### src/common/tbirq_map.svh
`ifndef TBIRQ_MAP_SVH
`define TBIRQ_MAP_SVH

// register address on the internal management port
`define TBIRQ_ADDR_CTRL    8'h12
// implemented field reset value and unimplemented upper bits
`define TBIRQ_CTRL_RST     5'h00
`define TBIRQ_UNUSED_ZERO  3'h0
`define TBIRQ_RDATA_IDLE   8'h00
`define TBIRQ_SYNC_RST     1'h0

`endif

### src/common/tbirq_pkg.sv
`default_nettype none

package tbirq_pkg;

	// field order gives bit 4 down to bit 0 of the control register
	typedef struct packed {
		logic backup_switch_irq_en;
		logic temp_high_detect_en;
		logic temp_low_detect_en;
		logic temp_high_irq_en;
		logic temp_low_irq_en;
	} tbirq_ctrl_t;

	// management port request as seen by the register bank
	typedef struct packed {
		logic [7:0] addr;
		logic       wr;
		logic       rd;
		logic [7:0] wdata;
	} tbirq_req_t;

	typedef struct packed {
		tbirq_ctrl_t ctrl;
		logic        backup_switch_flag;
		logic        sw_level_prev;
		logic [7:0]  rdata;
		logic        int_n;
		logic        temp_high_hit;
		logic        temp_low_hit;
	} tbirq_state_t;

	typedef struct packed {
		logic s1;
		logic s2;
		logic s3;
		logic level;
	} tbirq_sync_t;

endpackage : tbirq_pkg

`default_nettype wire

### src/rtl/tbirq_reg.sv
`timescale 1ns/1ns
`default_nettype none
`include "tbirq_map.svh"

// How it works
// [RULE1] control register at 0x12, five enable bits
// [RULE2] reads always work; writes blocked by protection
// [RULE3] switchover interrupt disabled: output released, default
// [RULE4] switchover interrupt enabled: switchover drives int_n low
// [RULE5] int_n held until switchover flag cleared
// [RULE6] high detect disabled: no high detection, default
// [RULE7] high detect enabled: compare against high threshold
// [RULE8] stop bit halts all temperature comparison
// [RULE9] bits 7..5 read zero; reset clears all
module tbirq_reg
	import tbirq_pkg::*;
(
	input  wire logic        mclk,
	input  wire logic        sys_rst,
	input  wire logic [7:0]  reg_addr,
	input  wire logic        reg_wr,
	input  wire logic        reg_rd,
	input  wire logic [7:0]  reg_wdata,
	output logic      [7:0]  reg_rdata,
	input  wire logic        write_protect,
	input  wire logic        stop_bit,
	input  wire logic        backup_switch_in,
	input  wire logic        backup_switch_flag_clr,
	input  wire logic [7:0]  temp_meas,
	input  wire logic [7:0]  high_temp_threshold,
	input  wire logic [7:0]  low_temp_threshold,
	output logic             backup_switch_flag,
	output logic             int_n,
	output logic             temp_high_hit,
	output logic             temp_low_hit,
	output logic             temp_high_irq_en,
	output logic             temp_low_irq_en
);

	// whole register state lives in one struct so reset and update stay in one place
	// hazard: any field added to the state must also be given a value in the reset branch
	tbirq_state_t st;
	tbirq_state_t next_st;
	// request bundle; address decode and write gating are plain logic, no extra latency
	tbirq_req_t   req;
	logic         sw_level;
	logic         hit;
	logic         wr_ok;
	logic         sw_rise;

	// the switchover detector sits in the analog power domain, so its level is resynchronised
	tbirq_sync u_sync (
		.mclk     (mclk),
		.sys_rst  (sys_rst),
		.async_in (backup_switch_in),
		.level    (sw_level)
	);

	// decode of the management port request
	// write protection is a level from the password logic, sampled in the write cycle itself
	// edge detect on the synchronised level; prev resets low to match the idle pin
	assign req     = '{addr: reg_addr, wr: reg_wr, rd: reg_rd, wdata: reg_wdata};
	assign hit     = (req.addr == `TBIRQ_ADDR_CTRL);             // see [RULE1]
	assign wr_ok   = req.wr && hit && !write_protect;            // see [RULE2]
	assign sw_rise = sw_level && !st.sw_level_prev;

	always_comb begin
		next_st               = st;
		next_st.sw_level_prev = sw_level;
		// write path; upper bits of the write data are simply dropped
		if (wr_ok) begin
			next_st.ctrl = tbirq_ctrl_t'(req.wdata[4:0]);            // see [RULE1] see [RULE9]
		end
		// read returns the contents before a same-cycle write lands
		if (req.rd && hit) begin
			next_st.rdata = {`TBIRQ_UNUSED_ZERO, st.ctrl};           // see [RULE2] see [RULE9]
		end else if (req.rd) begin
			next_st.rdata = `TBIRQ_RDATA_IDLE;
		end
		// set wins over clear so a switchover in the clear cycle is not lost
		if (sw_rise) begin
			next_st.backup_switch_flag = 1'b1;
		end else if (backup_switch_flag_clr) begin
			next_st.backup_switch_flag = 1'b0;                      // see [RULE5]
		end
		// no self-clearing path: only the flag or the enable releases the pin
		next_st.int_n = !(next_st.ctrl.backup_switch_irq_en
			&& next_st.backup_switch_flag);                          // see [RULE3] see [RULE4] see [RULE5]
		// comparisons are frozen low while stopped, the enable alone gates them otherwise
		next_st.temp_high_hit = next_st.ctrl.temp_high_detect_en && !stop_bit
			&& ($signed(temp_meas) > $signed(high_temp_threshold));  // see [RULE6] see [RULE7] see [RULE8]
		next_st.temp_low_hit  = next_st.ctrl.temp_low_detect_en && !stop_bit
			&& ($signed(temp_meas) < $signed(low_temp_threshold));   // see [RULE8]
	end

	always_ff @(posedge mclk or posedge sys_rst) begin
		if (sys_rst) begin
			st <= '{ctrl: tbirq_ctrl_t'(`TBIRQ_CTRL_RST), backup_switch_flag: 1'b0, sw_level_prev: 1'b0,
				rdata: `TBIRQ_RDATA_IDLE, int_n: 1'b1, temp_high_hit: 1'b0, temp_low_hit: 1'b0}; // see [RULE9]
		end else begin
			st <= next_st;
		end
	end

	// every output is a flip-flop of the state
	assign reg_rdata          = st.rdata;
	assign backup_switch_flag = st.backup_switch_flag;
	assign int_n              = st.int_n;
	assign temp_high_hit      = st.temp_high_hit;
	assign temp_low_hit       = st.temp_low_hit;
	assign temp_high_irq_en   = st.ctrl.temp_high_irq_en;
	assign temp_low_irq_en    = st.ctrl.temp_low_irq_en;
endmodule : tbirq_reg

`default_nettype wire

### src/rtl/tbirq_sync.sv
`timescale 1ns/1ns
`default_nettype none
`include "tbirq_map.svh"

module tbirq_sync
	import tbirq_pkg::*;
(
	input  wire logic mclk,
	input  wire logic sys_rst,
	input  wire logic async_in,
	output logic      level
);

	tbirq_sync_t st;
	tbirq_sync_t next_st;

	// the level only moves once stages two and three agree, filtering a one-stage glitch
	always_comb begin
		next_st    = st;
		next_st.s1 = async_in;
		next_st.s2 = st.s1;
		next_st.s3 = st.s2;
		if (st.s2 == st.s3) begin
			next_st.level = st.s3;
		end
	end

	always_ff @(posedge mclk or posedge sys_rst) begin
		if (sys_rst) begin
			st <= '{s1: `TBIRQ_SYNC_RST, s2: `TBIRQ_SYNC_RST, s3: `TBIRQ_SYNC_RST, level: `TBIRQ_SYNC_RST};
		end else begin
			st <= next_st;
		end
	end

	assign level = st.level;

endmodule : tbirq_sync

`default_nettype wire

### config.mk
export PLATFORM = sky130hd
export DESIGN_NAME = tbirq_reg
export DESIGN_NICKNAME = d
export VERILOG_FILES = /design/src/common/tbirq_pkg.sv /design/src/rtl/tbirq_reg.sv /design/src/rtl/tbirq_sync.sv
export VERILOG_INCLUDE_DIRS = /design/src /design/src/common
export SDC_FILE = /design/constraint.sdc
export NUM_CORES = 1
export LEC_CHECK = 0
export BUFFER_PORTS_ARGS = -buffer_cell sky130_fd_sc_hd__buf_2
export CELL_PAD_IN_SITES_DETAIL_PLACEMENT = 1
export CELL_PAD_IN_SITES_GLOBAL_PLACEMENT = 2
export CORE_ASPECT_RATIO = 1.1
export CORE_MARGIN = 4
export CORE_UTILIZATION = 27
export DETAILED_ROUTE_END_ITERATION = 10
export PLACE_DENSITY_LB_ADDON = 0.05
export SYNTH_ARGS = -nofsm -noshare
export SYNTH_HDL_FRONTEND = slang
export SYNTH_HIERARCHICAL = 1
export SYNTH_SLANG_ARGS = --single-unit
### constraint.sdc
create_clock -name mclk -period 1.4 [get_ports mclk]
set_input_delay 0.14 -clock mclk [delete_from_list [all_inputs] [get_ports mclk]]
set_output_delay 0.14 -clock mclk [all_outputs]
set_load 0.03 [all_outputs]
==> results.py, run 1 <==
metrics = {
    "die": {
        "start_util_pct": 28.7,
        "io_pins": 62,
        "core_area_um2": 4080,
        "die_x_um": 70.8,
        "die-area_um2": 5460,
        "die_h_um": 77.1,
        "core.rowCount": 24,
    },
    "final_layout": {
        "design_area_um2": 1550,
        "drive_above_1_share_pct": 41.9,
        "nFillCells": 505,
        "synthToLayoutAreaGrowth_pct": 32.1,
        "nNetsFinal": 236,
        "n_antenna_cell": 0,
    },
    "setup_path": {
        "end_kind": "flop",
        "slowest_delay_ps": 400,
        "cp_cell_sequence": "buf_2 -> ha_1 -> a21o_1 -> a2111o_1 -> o2111a_1",
        "cp_slowest_cell": "a2111o_1",
        "crit_required_ps": 1540,
        "startpoint": "temp_meas[5]",
        "cp.buffers_inverters": 1,
        "critPathArrivalTime_ps": 1360,
        "criticalPathCategory": "input pin to flop",
        "cp_max_fo": 2,
        "reg2reg_from": "st[15]",
        "crit_family": "compound AO/OA/AOI/OAI gates",
        "crit_path_start_kind": "input pin",
    },
    "routing": {
        "dr.pass1.iters": 2,
        "finalWirelength_mm": 2.74,
        "ant_nets": 0,
        "wire_per_inst_um": 12.3,
        "drcViolationCount": 0,
        "drt-vias-per-instance": 4.25,
        "drt_iter0_drc": 18,
        "num_vias": 952,
    },
    "clock_network": {
        "cts_root_buf": "clkbuf_8",
        "hold_buffers": 2,
        "clkTransAtPathRegs_ps": 70,
        "h-tree-depth": 1,
        "clock-sinks": 19,
        "cts_made_buffers": 3,
        "cts_tree": "yes",
        "cts_resized": 0,
        "cts_max_path_buffers": 2,
        "postCtsSetupBuffers": 0,
        "clk_latency_ps": 250,
    },
    "global_routing": {
        "grt_pass1_wl_mm": 4.60,
        "grt_start_max_net_pins": 16,
        "antenna_found_initial": 0,
        "grt_use_total_pct": 10.1,
        "grt_pass1_vias": 1041,
        "overflow": 0,
    },
    "timing": {
        "fmax_mhz": 826,
        "setup-violations-final": 0,
        "skew_ps": 6.70,
        "final.setup.tns_ps": 0,
        "slew_violations": 0,
        "tightest_slew_ps": 593,
        "slew_headroom_pct": 60.4,
        "finalHoldViolCount": 0,
        "period_needed_ps": 1210,
        "rsz0062_at_grt": "no",
        "min_period_over_period_pct": 86.5,
    },
    "yosys": {
        "yosysSeqAreaShare_pct": 40.7,
        "yosys_most_used_dff": "dfrtp_1",
        "postSynthAreaPerCell_um2": 10.3,
        "ys_ff_latch": 19,
        "synth_top_area_share_pct": 38.5,
        "yosys.area.top_type": "dfrtp_1",
        "ys_async_sr_fraction_pct": 100,
        "postSynthCellCount": 114,
        "synth.cells.most_frequent": "30 x inv_1, 18 x dfrtp_1, 15 x ha_1, 8 x buf_4, 6 x o22ai_1",
        "synth_area_leaders": "dfrtp_1 38%, ha_1 16%, inv_1 9.6%",
        "yosysMostFrequentCell": "inv_1",
        "yosysUniqueCellTypes": 29,
        "syn_area_um2": 1170,
        "synth_warnings": 6,
        "synth_edf_count": 0,
    },
    "placement": {
        "place.gp.congestion": 0.735,
        "dp_hpwl_mm": 2.43,
        "port_buffers": 55,
        "place_area_um2": 1480,
    },
    "power": {
        "power_density_nw_per_um2": 772,
        "peakVddDrop_mv": 0.771,
        "p_leak_nw": 0.891,
    },
    "job": {
        "cap_violations": 0,
    },
    "outcome": {
        "status": "completed",
    },
    "hold_path": {
        "hold_path_startpoint": "backup_switch_flag_clr",
        "hold_class": "input pin to flop",
    },
}
## layer usage
metal,GRT usage [%],share of wire (%)
met3,3.92,9.3
met4,0.564,0
met2,17.4,50
met1,12.5,41
met5,0,0
## logic make-up after synthesis
kind of cell	share of synthesized area [%]
buffers and inverters	14.7
flip-flops	40.7
AND/OR/NAND/NOR	11.2
other	0.320
AO/OA/AOI/OAI	10.6
adder cells (fa/ha/maj)	17.0
multiplexers	5.45
## stage by stage
step / instances / setup WS, ps / utilization (%) / power, mW / hold slack, ps
after global routing: 224 / 159 / 37.9 / 1.28 / 113
after floorplan: 116 / 69.8 / - / 0.722 / -93.9
after CTS: 224 / 183 / 37.9 / 1.22 / 91.5
after detailed placement: 218 / -93.2 / 36.3 / 0.831 / 33.8
after global placement: 218 / -75.3 / 36.3 / 0.820 / 26.9
final: 224 / 189 / 37.9 / 1.19 / 99.5
## path summary, 6_finish.rpt
| check | end | slack, ps | cells past startpoint |
|---|---|---|---|
| min in group asynchronous | u_sync/level | 310 | 3 |
| setup / recovery | temp_high_hit | 190 | 5 |
| max in group asynchronous | st[16] | 510 | 3 |
| hold / removal | backup_switch_flag | 100 | 2 |
| hold reg to reg | u_sync/next_st[1] | 360 | 0 |
| setup reg to reg | temp_low_hit | 510 | 2 |
## worst register-to-register path, delay by kind of cell (launching register included)
kind             cells  cell delay (ps)
flip-flops           1              380
multiplexers         1              270
AND/OR/NAND/NOR      1              140
## cell usage in the layout, fill, tap and decap left out, drive strengths merged
cell | Yosys | routed
conb | 1 | 3
o22ai | 6 | 6
a21o | 2 | 2
nand3 | 1 | 1
nand4 | 3 | 3
a22o | 1 | 1
and4bb | 1 | 1
inv | 30 | 30
a21oi | 4 | 4
maj3 | 1 | 1
a2111o | 1 | 1
nand2 | 2 | 2
dlygate4sd3 | 0 | 2
ha | 15 | 15
dfstp | 1 | 1
clkbuf | 0 | 4
mux2 | 5 | 5
buf | 8 | 58
and3 | 1 | 1
dfrtp | 18 | 18
o21ai | 1 | 1
nor4 | 1 | 1
o211ai | 1 | 1
or2 | 1 | 1
nor4b | 1 | 1
nor2 | 4 | 4
nand4b | 1 | 1
o2111a | 1 | 1
nor2b | 1 | 1
o31ai | 1 | 1
## flip-flops by register name (all words and copies together), names as in the netlist
name	flops
u_sync/st	1
backup_switch_flag	1
u_sync/level	1
temp_low_hit	1
reg_rdata	5
temp_high_irq_en	1
temp_low_irq_en	1
int_n	1
st	4
temp_high_hit	1
u_sync/next_st	2
## power by group
group	internal [mW]	switching [mW]	total, mW
clock network	0.202	0.172	0.374
registers	0.569	0.0101	0.579
logic	0.116	0.125	0.241
## layout make-up
cell class              instances  area, um2  share of cell area (%)
inverters                      30        113                    7.28
repair buffers                 60        318                    20.6
well taps                      52       65.1                    4.21
multi-input cells              59        529                    34.2
clock buffers                   4       45.0                    2.91
flip-flops and latches         19        477                    30.8
Power figures use the tool's default switching activity.
==> inputs of run 2 (changes only) <==
--- a/config.mk
+++ b/config.mk
@@ -9,12 +9,10 @@
 export BUFFER_PORTS_ARGS = -buffer_cell sky130_fd_sc_hd__buf_2
 export CELL_PAD_IN_SITES_DETAIL_PLACEMENT = 1
 export CELL_PAD_IN_SITES_GLOBAL_PLACEMENT = 2
-export CORE_ASPECT_RATIO = 1.1
 export CORE_MARGIN = 4
 export CORE_UTILIZATION = 27
 export DETAILED_ROUTE_END_ITERATION = 10
 export PLACE_DENSITY_LB_ADDON = 0.05
 export SYNTH_ARGS = -nofsm -noshare
 export SYNTH_HDL_FRONTEND = slang
-export SYNTH_HIERARCHICAL = 1
 export SYNTH_SLANG_ARGS = --single-unit
==> run 2 against run 1 <==
Compared with the run above:
- count of clock-buffer cells in the layout is the same
- core utilization hardly changed
- die area up 0.64%
- final area up 0.89%
- combinational power is 2% higher
- sequential share of layout area shrank 0.27 points
- hold slack improved by 6.2 ps
- flip-flop and latch count unchanged
- synthesized cell count shrank 0.88%
- synthesized area rose by 0.75%
- maximum frequency fell by 2.3%
- clock power decreased by 5%
- largest cell class unchanged
==> results.py, run 2 <==
metrics = {
    "global_routing": {
        "grt_start_max_net_pins": 12,
        "grt_use_total_pct": 10.0,
        "grt_pass1_wl_mm": 4.32,
        "overflow": 0,
        "grt_pass1_vias": 1002,
        "antenna_found_initial": 0,
    },
    "yosys": {
        "postSynthAreaPerCell_um2": 10.4,
        "synth_area_leaders": "dfrtp_1 38%, ha_1 16%, inv_1 9.2%",
        "synth_top_area_share_pct": 38.2,
        "yosysUniqueCellTypes": 28,
        "ys_ff_latch": 19,
        "synth_edf_count": 0,
        "syn_area_um2": 1180,
        "ys_async_sr_fraction_pct": 100,
        "yosys_most_used_dff": "dfrtp_1",
        "yosysMostFrequentCell": "inv_1",
        "synth_warnings": 0,
        "yosysSeqAreaShare_pct": 40.4,
        "yosys.area.top_type": "dfrtp_1",
        "postSynthCellCount": 113,
        "synth.cells.most_frequent": "29 x inv_1, 18 x dfrtp_1, 15 x ha_1, 8 x buf_4, 6 x o22ai_1",
    },
    "clock_network": {
        "cts_made_buffers": 3,
        "cts_root_buf": "clkbuf_8",
        "h-tree-depth": 1,
        "cts_max_path_buffers": 2,
        "clkTransAtPathRegs_ps": 60,
        "cts_tree": "yes",
        "clock-sinks": 19,
        "clk_latency_ps": 240,
        "postCtsSetupBuffers": 0,
        "cts_resized": 0,
    },
    "hold_path": {
        "hold_class": "input pin to flop",
    },
    "die": {
        "die-area_um2": 5490,
        "io_pins": 62,
        "start_util_pct": 28.7,
        "core_area_um2": 4120,
        "die_h_um": 74.1,
        "die_x_um": 74.1,
        "core.rowCount": 23,
    },
    "routing": {
        "drt_iter0_drc": 13,
        "finalWirelength_mm": 2.70,
        "num_vias": 958,
        "drcViolationCount": 0,
        "wire_per_inst_um": 12.2,
        "ant_nets": 0,
        "drt-vias-per-instance": 4.32,
        "dr.pass1.iters": 4,
    },
    "timing": {
        "fin_ws_ps": 161,
        "period_needed_ps": 1240,
        "rsz0062_at_grt": "no",
        "fmax_mhz": 807,
        "min_period_over_period_pct": 88.5,
        "setup-violations-final": 0,
        "slew_violations": 0,
        "skew_ps": 1.23,
        "finalHoldViolCount": 0,
    },
    "placement": {
        "place_ws_ps": -110,
        "place.gp.congestion": 0.816,
        "dp_hpwl_mm": 2.43,
        "post-place-cells": 216,
        "port_buffers": 55,
    },
    "final_layout": {
        "final_common_cell": "buf_2",
        "largest_reg_flops": 5,
        "synthToLayoutAreaGrowth_pct": 32.2,
        "layout_common_cells": "55 x buf_2, 29 x inv_1, 18 x dfrtp_1, 15 x ha_1, 6 x o22ai_1",
        "n_antenna_cell": 0,
        "drive_above_1_share_pct": 41.9,
        "nNetsFinal": 236,
        "stdcell_count": 222,
    },
    "setup_path": {
        "cp_max_fo": 2,
        "crit_required_ps": 1530,
        "cp_slowest_cell": "a2111o_1",
        "cp.buffers_inverters": 1,
        "cp_cell_sequence": "buf_2 -> ha_1 -> a21o_1 -> a2111o_1 -> o2111a_1",
        "slowest_delay_ps": 410,
        "crit_path_start_kind": "input pin",
        "critPathArrivalTime_ps": 1370,
        "criticalPathCategory": "input pin to flop",
        "end_kind": "flop",
        "crit_family": "compound AO/OA/AOI/OAI gates",
    },
    "power": {
        "power_mw": 1.18,
        "peakVddDrop_mv": 0.553,
        "power_density_nw_per_um2": 756,
        "p_leak_nw": 0.899,
    },
    "outcome": {
        "status": "completed",
    },
    "job": {
        "cap_violations": 0,
    },
}
-- run 2: cell count changes in the layout (fill, tap and decap cells not counted) --
cell      before  now
nor4b_4        0    2
and4bb_2       1    0
buf_4          3    4
inv_1         30   29
maj3_1         0    1
maj3_2         1    0
nor4_4         1    0
-- run 2: kinds of logic after synthesis --
kind of cell	after synthesis	synth area share, %
buf+inv	37	14.3
flops	19	40.4
compound gates	18	10.5
simple gates	17	12.3
fa+ha+maj	16	16.8
mux	5	5.41
other cells	1	0.318
-- run 2: layout make-up --
cell class                 instances  area (um2)
inverter                          29         109
sequential                        19         477
multi-input combinational         59         542
clock buffer                       4        45.0
fill                             488        2550
tap                               50        62.6
timing repair buffer              61         325
-- run 2: power by group --
group | switching (mW) | leakage, nW | internal (mW)
sequential | 0.00924 | 0.248 | 0.569
combinational | 0.127 | 0.628 | 0.119
clock | 0.155 | 0.0228 | 0.201
-- run 2: final timing paths --
check                                        from                  to  slack [ps]  cells after the start
min in group asynchronous                 sys_rst        u_sync.level         380                      3
hold / removal             backup_switch_flag_clr  backup_switch_flag         110                      2
setup / recovery                     temp_meas[5]       temp_high_hit         160                      5
max in group asynchronous                 sys_rst        reg_rdata[1]         560                      4
hold reg to reg                 u_sync.next_st[2]   u_sync.next_st[1]         350                      0
setup reg to reg                           st[15]        temp_low_hit         510                      2
-- run 2: what timing repair did --
| item | in CTS | in global routing |
|---|---|---|
| hold buffers | 2 | 0 |
| endpoints found under the setup margin | 0 | 0 |
| endpoints found under the hold margin | 8 | 0 |
-- run 2: through the flow --
stage                     hold WS, ps  utilization [%]  setup TNS [ps]  area, um2
after global placement            108             36.3           -77.0       1500
after floorplan                  90.4                -               0       1190
after detailed placement          112             36.3            -153       1500
after global routing              115             37.9               0       1560
final                             106             37.9               0       1560
after CTS                        99.6             37.9               0       1560
-- run 2: worst reg2reg max path: stages, from the launching register on --
cell,delay [ps]
dfrtp_1,380
mux2_4,260
and3_1,140
-- run 2: routing by layer --
metal / track usage (%) / share of wire [%] / vias up
met3: 3.65 / 8.5 / 0
met1: 12.1 / 42 / 439
met5: 0 / 0 / -
met2: 17.8 / 50 / 33
li1: - / - / 486
met4: 0.604 / 0 / 0
